## config.mk

```make
export PLATFORM = sky130hd
export DESIGN_NAME = pdswl_top
export DESIGN_NICKNAME = d
export VERILOG_FILES = /design/src/pdswl_top.v
export VERILOG_INCLUDE_DIRS = /design/src
export SDC_FILE = /design/constraint.sdc
export NUM_CORES = 2
export LEC_CHECK = 0
export BUFFER_PORTS_ARGS = -buffer_cell sky130_fd_sc_hd__buf_2
export CORE_AREA = 10 10 307 235
export CTS_CLUSTER_DIAMETER = 120
export DETAILED_ROUTE_END_ITERATION = 16
export DIE_AREA = 0 0 317 245
export PLACE_DENSITY = 0.66
export SETUP_SLACK_MARGIN = 0.05
export SLEW_MARGIN = 20
export SYNTH_ARGS = -nofsm -noshare
export SYNTH_HDL_FRONTEND = slang
export SYNTH_SLANG_ARGS = --single-unit
```

## constraint.sdc

```tcl
create_clock -name CLK_SYS -period 16.85 [get_ports CLK_SYS]
set_input_delay 3.37 -clock CLK_SYS [delete_from_list [all_inputs] [get_ports CLK_SYS]]
set_output_delay 3.37 -clock CLK_SYS [all_outputs]
set_load 0.01 [all_outputs]
```

## src/pdswl_defs.vh

```
// register map, field positions, reset values and encoding constants of the pulse duty link
`ifndef PDSWL_DEFS_VH
`define PDSWL_DEFS_VH
`define PDSWL_ADR_CTRL 6'h00
`define PDSWL_ADR_PERIOD 6'h01
`define PDSWL_ADR_DUTY 6'h02
`define PDSWL_ADR_SCALE 6'h03
`define PDSWL_ADR_TXDATA 6'h04
`define PDSWL_ADR_RXDATA 6'h05
`define PDSWL_ADR_RXHIGH 6'h06
`define PDSWL_ADR_RXPER 6'h07
`define PDSWL_ADR_OFFSET 6'h08
`define PDSWL_ADR_ISTAT 6'h09
`define PDSWL_ADR_IMASK 6'h0a
`define PDSWL_CTRL_TX_EN 0
`define PDSWL_CTRL_RX_EN 1
`define PDSWL_CTRL_AUTO 2
`define PDSWL_CTRL_DUTY_MODE 3
`define PDSWL_IRQ_TX_LOAD 0
`define PDSWL_IRQ_RX_WORD 1
`define PDSWL_IRQ_RX_OVR 2
`define PDSWL_PERIOD_RST 16'h00c8
`define PDSWL_SCALE_RST 8'h3c
`define PDSWL_DUTY_LO_Q16 17'h0199a
`define PDSWL_DUTY_SPAN_Q16 17'h0cccd
`define PDSWL_FRAC_BITS 8
`define PDSWL_DIV_STEPS 5'h10
`endif

```

## src/pdswl_top.v

```verilog
// pulse duty single wire link: duty encoder with fine trailing edge, three-edge duty decoder, wishbone registers
//
// Our own choices: the register offsets and register access over Wishbone.
`include "pdswl_defs.vh"
module pdswl_top #(
  parameter RES_BITS = 11,
  parameter CNT_W = 16
) (
  input wire CLK_SYS,
  input wire RST,
  input wire WB_CYC_I,
  input wire WB_STB_I,
  input wire WB_WE_I,
  input wire [7:0] WB_ADR_I,
  input wire [3:0] WB_SEL_I,
  input wire [31:0] WB_DAT_I,
  output reg [31:0] WB_DAT_O,
  output reg WB_ACK_O,
  output wire IRQ,
  output reg PWM_OUT,
  output reg FINE_EDGE,
  output reg [7:0] FINE_STEPS,
  input wire SIG_IN
);

  // byte-lane merge of a write into a register
  function [31:0] lane_merge;
    input [31:0] old;
    input [31:0] wdat;
    input [3:0] sel;
    integer k;
    begin
      lane_merge = old;
      for (k = 0; k < 4; k = k + 1) begin
        if (sel[k]) begin
          lane_merge[k*8 +: 8] = wdat[k*8 +: 8];
        end
      end
    end
  endfunction

  // ---------------- registers ----------------
  reg [2:0] ctrl;
  reg [15:0] period_sh;
  reg [23:0] duty_sh;
  reg [7:0] step_scale;
  reg [RES_BITS-1:0] tx_data;
  reg [16:0] duty_offset;
  reg [2:0] irq_stat;
  reg [2:0] irq_mask;
  reg [RES_BITS-1:0] rx_data;
  reg [CNT_W-1:0] rx_high;
  reg [CNT_W-1:0] rx_per;

  wire bus_req = WB_CYC_I & WB_STB_I & ~WB_ACK_O;
  wire bus_wr = bus_req & WB_WE_I;
  wire [5:0] word_adr = WB_ADR_I[7:2];
  wire [31:0] merged_ctrl = lane_merge({29'h0, ctrl}, WB_DAT_I, WB_SEL_I);
  wire [31:0] merged_per = lane_merge({16'h0, period_sh}, WB_DAT_I, WB_SEL_I);
  wire [31:0] merged_duty = lane_merge({8'h0, duty_sh}, WB_DAT_I, WB_SEL_I);
  wire [31:0] merged_scale = lane_merge({24'h0, step_scale}, WB_DAT_I, WB_SEL_I);
  wire [31:0] merged_off = lane_merge({15'h0, duty_offset}, WB_DAT_I, WB_SEL_I);
  wire [31:0] merged_mask = lane_merge({29'h0, irq_mask}, WB_DAT_I, WB_SEL_I);
  wire [31:0] merged_tx = lane_merge({{(32-RES_BITS){1'b0}}, tx_data}, WB_DAT_I, WB_SEL_I);
  wire [31:0] merged_clr = lane_merge(32'h0, WB_DAT_I, WB_SEL_I);

  // data word to duty in 16.8 counts: period * (0.1 + 0.8 * data / 2^res)
  wire [16:0] span_q16 = `PDSWL_DUTY_SPAN_Q16;
  wire [16+RES_BITS:0] span_prod = span_q16 * merged_tx[RES_BITS-1:0];
  wire [16:0] enc_duty_q16 = `PDSWL_DUTY_LO_Q16 + span_prod[16+RES_BITS:RES_BITS];
  wire [32:0] enc_prod = period_sh * enc_duty_q16;
  wire [23:0] enc_cmp = enc_prod[31:8];

  wire ev_tx_load;
  wire ev_rx_word;
  wire ev_rx_ovr;

  always @(posedge CLK_SYS) begin
    if (RST) begin
      ctrl <= 3'h0;
      period_sh <= `PDSWL_PERIOD_RST;
      duty_sh <= 24'h0;
      step_scale <= `PDSWL_SCALE_RST;
      tx_data <= {RES_BITS{1'b0}};
      duty_offset <= 17'h0;
      irq_mask <= 3'h0;
      irq_stat <= 3'h0;
      WB_ACK_O <= 1'b0;
      WB_DAT_O <= 32'h0;
    end else begin
      WB_ACK_O <= bus_req;
      if (bus_wr) begin
        case (word_adr)
          `PDSWL_ADR_CTRL: ctrl <= merged_ctrl[2:0];
          `PDSWL_ADR_PERIOD: period_sh <= merged_per[15:0];
          `PDSWL_ADR_DUTY: duty_sh <= merged_duty[23:0];
          `PDSWL_ADR_SCALE: step_scale <= merged_scale[7:0];
          `PDSWL_ADR_OFFSET: duty_offset <= merged_off[16:0];
          `PDSWL_ADR_IMASK: irq_mask <= merged_mask[2:0];
          `PDSWL_ADR_TXDATA: begin
            tx_data <= merged_tx[RES_BITS-1:0];
            duty_sh <= enc_cmp;
          end
          default: ;
        endcase
      end
      // set wins over write-one-to-clear
      irq_stat <= (irq_stat & ~((bus_wr && word_adr == `PDSWL_ADR_ISTAT) ? merged_clr[2:0] : 3'h0))
                  | {ev_rx_ovr, ev_rx_word, ev_tx_load};
      if (bus_req && !WB_WE_I) begin
        case (word_adr)
          `PDSWL_ADR_CTRL: WB_DAT_O <= {28'h0, 1'b1, ctrl};
          `PDSWL_ADR_PERIOD: WB_DAT_O <= {16'h0, period_sh};
          `PDSWL_ADR_DUTY: WB_DAT_O <= {8'h0, duty_sh};
          `PDSWL_ADR_SCALE: WB_DAT_O <= {24'h0, step_scale};
          `PDSWL_ADR_TXDATA: WB_DAT_O <= {{(32-RES_BITS){1'b0}}, tx_data};
          `PDSWL_ADR_RXDATA: WB_DAT_O <= {{(32-RES_BITS){1'b0}}, rx_data};
          `PDSWL_ADR_RXHIGH: WB_DAT_O <= {{(32-CNT_W){1'b0}}, rx_high};
          `PDSWL_ADR_RXPER: WB_DAT_O <= {{(32-CNT_W){1'b0}}, rx_per};
          `PDSWL_ADR_OFFSET: WB_DAT_O <= {15'h0, duty_offset};
          `PDSWL_ADR_ISTAT: WB_DAT_O <= {29'h0, irq_stat};
          `PDSWL_ADR_IMASK: WB_DAT_O <= {29'h0, irq_mask};
          default: WB_DAT_O <= 32'h0;
        endcase
      end
    end
  end

  assign IRQ = |(irq_stat & irq_mask);

  // ---------------- encoder ----------------
  reg [15:0] period_act;
  reg [23:0] duty_act;
  reg [15:0] pcnt;
  wire tx_en = ctrl[`PDSWL_CTRL_TX_EN];
  wire auto_conv = ctrl[`PDSWL_CTRL_AUTO];
  wire period_end = (pcnt >= period_act - 16'h0001) || (period_act == 16'h0000);
  wire [15:0] cmp_int = duty_act[23:8];
  wire [7:0] cmp_frac = duty_act[7:0];
  wire [15:0] frac_prod = cmp_frac * step_scale;
  // rounded fraction times scale; without auto conversion the fraction is a raw step count
  wire [8:0] auto_steps = frac_prod[15:7] + 9'h001;
  wire [7:0] raw_steps = (cmp_frac > step_scale) ? step_scale : cmp_frac;
  wire [7:0] next_steps = auto_conv ? auto_steps[8:1] : raw_steps;

  assign ev_tx_load = tx_en & period_end;

  always @(posedge CLK_SYS) begin
    if (RST) begin
      period_act <= `PDSWL_PERIOD_RST;
      duty_act <= 24'h0;
      pcnt <= 16'h0;
      PWM_OUT <= 1'b0;
      FINE_EDGE <= 1'b0;
      FINE_STEPS <= 8'h0;
    end else if (!tx_en) begin
      pcnt <= 16'h0;
      period_act <= period_sh;
      duty_act <= duty_sh;
      PWM_OUT <= 1'b0;
      FINE_EDGE <= 1'b0;
      FINE_STEPS <= 8'h0;
    end else begin
      if (period_end) begin
        pcnt <= 16'h0;
        period_act <= period_sh;
        duty_act <= duty_sh;
      end else begin
        pcnt <= pcnt + 16'h0001;
      end
      // leading edge fixed at count zero, coarse high until the compare count
      PWM_OUT <= (pcnt < cmp_int) || (pcnt == cmp_int && next_steps != 8'h0);
      // in the last high cycle the external delay line trims the fall by this many fine steps
      FINE_EDGE <= (pcnt == cmp_int) && (next_steps != 8'h0);
      FINE_STEPS <= (pcnt == cmp_int) ? next_steps : 8'h0;
    end
  end

  // ---------------- decoder ----------------
  localparam CAP_RISE1 = 2'h0;
  localparam CAP_FALL = 2'h1;
  localparam CAP_RISE2 = 2'h2;

  reg [CNT_W-1:0] free_cnt;
  reg sig_d;
  reg [1:0] cap_state;
  reg [CNT_W-1:0] cap1;
  reg [CNT_W-1:0] cap2;
  reg div_busy;
  reg [4:0] div_cnt;
  reg [CNT_W:0] div_rem;
  reg [15:0] div_q;
  reg [CNT_W-1:0] div_den;
  reg div_done;
  wire rx_en = ctrl[`PDSWL_CTRL_RX_EN];
  wire rise = SIG_IN & ~sig_d;
  wire fall = ~SIG_IN & sig_d;
  wire third = rx_en && cap_state == CAP_RISE2 && rise;
  // relative counts wrap with the counter
  wire [CNT_W-1:0] rel_high = cap2 - cap1;
  wire [CNT_W-1:0] rel_per = free_cnt - cap1;
  wire [CNT_W:0] shifted_rem = {div_rem[CNT_W-1:0], 1'b0};
  wire rem_ge = shifted_rem >= {1'b0, div_den};

  assign ev_rx_ovr = third & div_busy;
  assign ev_rx_word = div_done;

  always @(posedge CLK_SYS) begin
    if (RST) begin
      free_cnt <= {CNT_W{1'b0}};
      sig_d <= 1'b0;
      cap_state <= CAP_RISE1;
      cap1 <= {CNT_W{1'b0}};
      cap2 <= {CNT_W{1'b0}};
      rx_high <= {CNT_W{1'b0}};
      rx_per <= {CNT_W{1'b0}};
    end else begin
      free_cnt <= free_cnt + {{(CNT_W-1){1'b0}}, 1'b1};
      sig_d <= SIG_IN;
      if (!rx_en) begin
        cap_state <= CAP_RISE1;
      end else begin
        case (cap_state)
          CAP_RISE1: if (rise) begin
            cap1 <= free_cnt;
            cap_state <= CAP_FALL;
          end
          CAP_FALL: if (fall) begin
            cap2 <= free_cnt;
            cap_state <= CAP_RISE2;
          end
          CAP_RISE2: if (rise) begin
            cap1 <= free_cnt;
            rx_high <= rel_high;
            rx_per <= rel_per;
            cap_state <= CAP_FALL;
          end
          default: cap_state <= CAP_RISE1;
        endcase
      end
    end
  end

  // duty = high / period in Q16 by restoring division, counts only, no time units
  always @(posedge CLK_SYS) begin
    if (RST) begin
      div_busy <= 1'b0;
      div_cnt <= 5'h0;
      div_rem <= {(CNT_W+1){1'b0}};
      div_q <= 16'h0;
      div_den <= {CNT_W{1'b0}};
      div_done <= 1'b0;
    end else begin
      div_done <= 1'b0;
      if (third && !div_busy) begin
        div_busy <= 1'b1;
        div_cnt <= 5'h0;
        div_rem <= {1'b0, rel_high};
        div_den <= rel_per;
        div_q <= 16'h0;
      end else if (div_busy) begin
        div_rem <= rem_ge ? shifted_rem - {1'b0, div_den} : shifted_rem;
        div_q <= {div_q[14:0], rem_ge};
        div_cnt <= div_cnt + 5'h01;
        if (div_cnt == `PDSWL_DIV_STEPS - 5'h01) begin
          div_busy <= 1'b0;
          div_done <= 1'b1;
        end
      end
    end
  end

  // (duty - offset - 0.1) * 1.25, scaled to the word width and clamped
  wire signed [18:0] duty_adj = $signed({3'b000, div_q}) - $signed({2'b00, duty_offset})
                                - $signed({2'b00, `PDSWL_DUTY_LO_Q16});
  wire signed [21:0] norm_q16 = (duty_adj * $signed(22'sd5)) >>> 2;
  wire [21:0] norm_bits = norm_q16;
  wire [RES_BITS-1:0] word_max = {RES_BITS{1'b1}};
  wire norm_over = norm_bits[20:16] != 5'h0;
  wire [RES_BITS:0] norm_round = {1'b0, norm_bits[15:16-RES_BITS]} + {{RES_BITS{1'b0}}, norm_bits[15-RES_BITS]};

  always @(posedge CLK_SYS) begin
    if (RST) begin
      rx_data <= {RES_BITS{1'b0}};
    end else if (div_done) begin
      if (norm_q16 < 0) begin
        rx_data <= {RES_BITS{1'b0}};
      end else if (norm_over || norm_round[RES_BITS]) begin
        rx_data <= word_max;
      end else begin
        rx_data <= norm_round[RES_BITS-1:0];
      end
    end
  end

endmodule // pdswl_top

```

==> results.json <==
{
  "run_status": "complete, no violations",
  "timing.critical_path.to_type": "register",
  "grt_use_met1_pct": 35.4,
  "area_overhead_vs_synth_pct": 6.78,
  "drc": 0,
  "post_synth_num_cell_types": 103,
  "globalplace.congestion": 0.929,
  "crit_path_start_kind": "input port",
  "placeableCoreArea_um2": 66200,
  "gr-total-overflow": 0,
  "via_count": 27067,
  "yosys-top-cells-area": "dfxtp_1, fa_1, ha_1",
  "grt_antenna_before_repair": 5,
  "largest_clock_skew_in_the_final_design_ns": 0.0278,
  "cts_inserted_buffers": 31,
  "timing.setup.critical_path_class": "in2reg",
  "dieHeight_um": 245,
  "effective_utilization_at_floorplan_pct": 49.6,
  "crit_slowest_cell": "o41a_1",
  "critical_path.max_stage_delay_ns": 0.58,
  "fin_crit_ns": 15.51,
  "worstRegToRegCells": 41,
  "worst_path_max_fanout": 13,
  "global_route.usage.met3_pct": 5.20,
  "buffer_ports.inserted": 74,
  "count_of_nets_left_with_antenna_violations_after_detail_routing": 0,
  "achievable-frequency_mhz": 64.5,
  "synth-main-ff-cell": "dfxtp_1",
  "synth_seq_area_share_pct": 19.8,
  "cp_common_cell": "fa_1",
  "layout-drive-gt1-share_pct": 6.19,
  "detail_route.first_pass.iterations": 6,
  "clk_pin_slew_ns": 0.07,
  "fraction_of_registers_with_async_set_or_reset_after_synthesis_pct": 0,
  "cts_max_path_buffers": 3,
  "rows": 82,
  "groute.layer.met2.usage_pct": 32.8,
  "holdCritPathClass": "reg2reg",
  "via_per_inst": 5.61,
  "reg2reg_from": "tx_data[3]",
  "post_synth_instance_area_um2": 32800,
  "design.die.area_um2": 77700,
  "drv.max_cap_violation_count": 0,
  "setup.reg_to_reg.worst_slack_ns": 4.20,
  "count_of_flip_flops_with_a_built_in_enable_after_synthesis": 0,
  "regToRegEndpoint": "duty_sh[23]",
  "synth_top_area_share_pct": 19.8,
  "grt_pass1_vias": 25489,
  "grt.busiest_layer": "met1",
  "slew_headroom_pct": 22.2,
  "hold_buffers": 0,
  "critPathCapture": "duty_sh[23]",
  "timing.final.hold_violations": 0,
  "crit_buf_inv": 9,
  "grt_util_all_layers_pct": 22.9,
  "setup_viol_count_final": 0,
  "post_synth.cell_area_avg_um2": 8.31,
  "ys.warnings.count": 0,
  "post_cts_sizing": 0,
  "critical_path_depth": 42,
  "count_of_pins_on_the_block_boundary": 94,
  "layout.cells.most_common_list": "nand2_1, inv_1, ha_1",
  "clkLatencyLatePin_ns": 0.61,
  "setup_total_negative_slack_ns": 0,
  "ctsHtreeMaxLevel": 1,
  "yosys_register_bits": 325,
  "drt-initial-drc-count": 2345,
  "critPathRequiredTime_ns": 17.36,
  "tightest_slew_ns": 1.17,
  "clk_root_buf": "clkbuf_16",
  "final.period_utilization_pct": 92.1,
  "critPathArrivalTime_ns": 16.03,
  "cts_tree": "yes",
  "dp.final_hpwl_um": 69700,
  "layout_commonest_cell": "nand2_1",
  "cp-startpoint": "WB_SEL_I[0]",
  "grt_first_pass_wirelength_um": 144000,
  "drv_slew": 0,
  "timing.critical_path.max_delay_family": "adder cells",
  "chipWidth_um": 317,
  "cts_setup_buffers": 0,
  "routed_wire_length_per_instance_um": 18.6,
  "pin_count_of_the_biggest_net_entering_global_routing": 94,
  "route.final.wire_length_um": 89900,
  "syn_inst": 3951,
  "rsz0062_at_grt": "no",
  "clkSinkCount": 325,
  "num-nets-final": 4611,
  "synth.largest_area_cell": "dfxtp_1"
}
[synthesized netlist by cell type (29+ instances only)]
library cell  instances
ha_1                355
a21oi_1             195
clkbuf_1            160
nand2_1             550
a22oi_1              31
fa_1                283
a211oi_1             29
xnor2_1             107
and3_1               49
a221oi_1             29
a21o_1               41
nand2b_1             41
and2_1              145
o21ai_0              88
nor2b_1              34
inv_1               511
nor2_1              276
xor2_1               70
mux2i_1             125
nor3_1               61
nand3_1              80
dfxtp_1             325
[metal layers]
layer / share of wire (%) / vias up
met1: 48 / 13052
met4: 1.1 / 4
li1: - / 13036
met3: 10 / 63
met5: 0.026 / -
met2: 40 / 912
[how the worst min path moves through the flow]
stage,start,to,slack (ns),cells after the start
global placement,rx_high[11],rx_high[11],0.44,2
global route,cap1[14],cap1[14],0.47,2
finish,rx_high[15],rx_high[15],0.45,2
CTS,rx_high[15],rx_high[15],0.45,2
detailed placement,rx_high[15],rx_high[15],0.44,2
floorplan,rx_high[15],rx_high[15],0.43,2
[stage by stage]
stage                     utilization, %  setup slack, ns  cell area, um2  hold WS (ns)  std cells
after floorplan                        -             1.87           32900         0.432       3958
after global placement              51.3             1.03           34000         0.442       4770
after detailed placement            51.3            0.886           34000         0.445       4770
after CTS                           53.0             1.47           35000         0.453       4825
after global routing                53.0            0.615           35100         0.473       4827
final                               53.0             1.34           35100         0.454       4829
[final cells by class]
type,instances,area [um2]
repair buffers,125,767
well taps,882,1100
diodes,2,5.00
multi-input cells,2929,23700
clock inverters,17,210
clock buffers,38,872
flip-flops and latches,325,6510
inverters,511,1920
fillers,6257,31100
[flip-flops by register name, indices dropped and copies added (netlist names), 17 cells and up]
name         cells
duty_act        24
duty_sh         24
duty_offset     17
WB_DAT_O        24
[logic make-up after synthesis]
group | Yosys count | share of synthesized area, %
compound gates | 630 | 13.1
mux | 137 | 4.25
fa+ha+maj | 639 | 30.8
simple gates | 1335 | 18.9
flops | 325 | 19.8
other cells | 1 | 0.0114
xor+xnor | 180 | 4.89
buf+inv | 704 | 8.31
[worst min-delay path, delay by kind of cell (launching register included)]
family | cells | cell delay, ns
AOI/OAI and AO/OA | 1 | 0.05
DFF | 1 | 0.31
and+or+nand+nor | 1 | 0.05
Power is not shown: default switching activity piles up to over one toggle a cycle in this logic, so the estimate is an artifact.
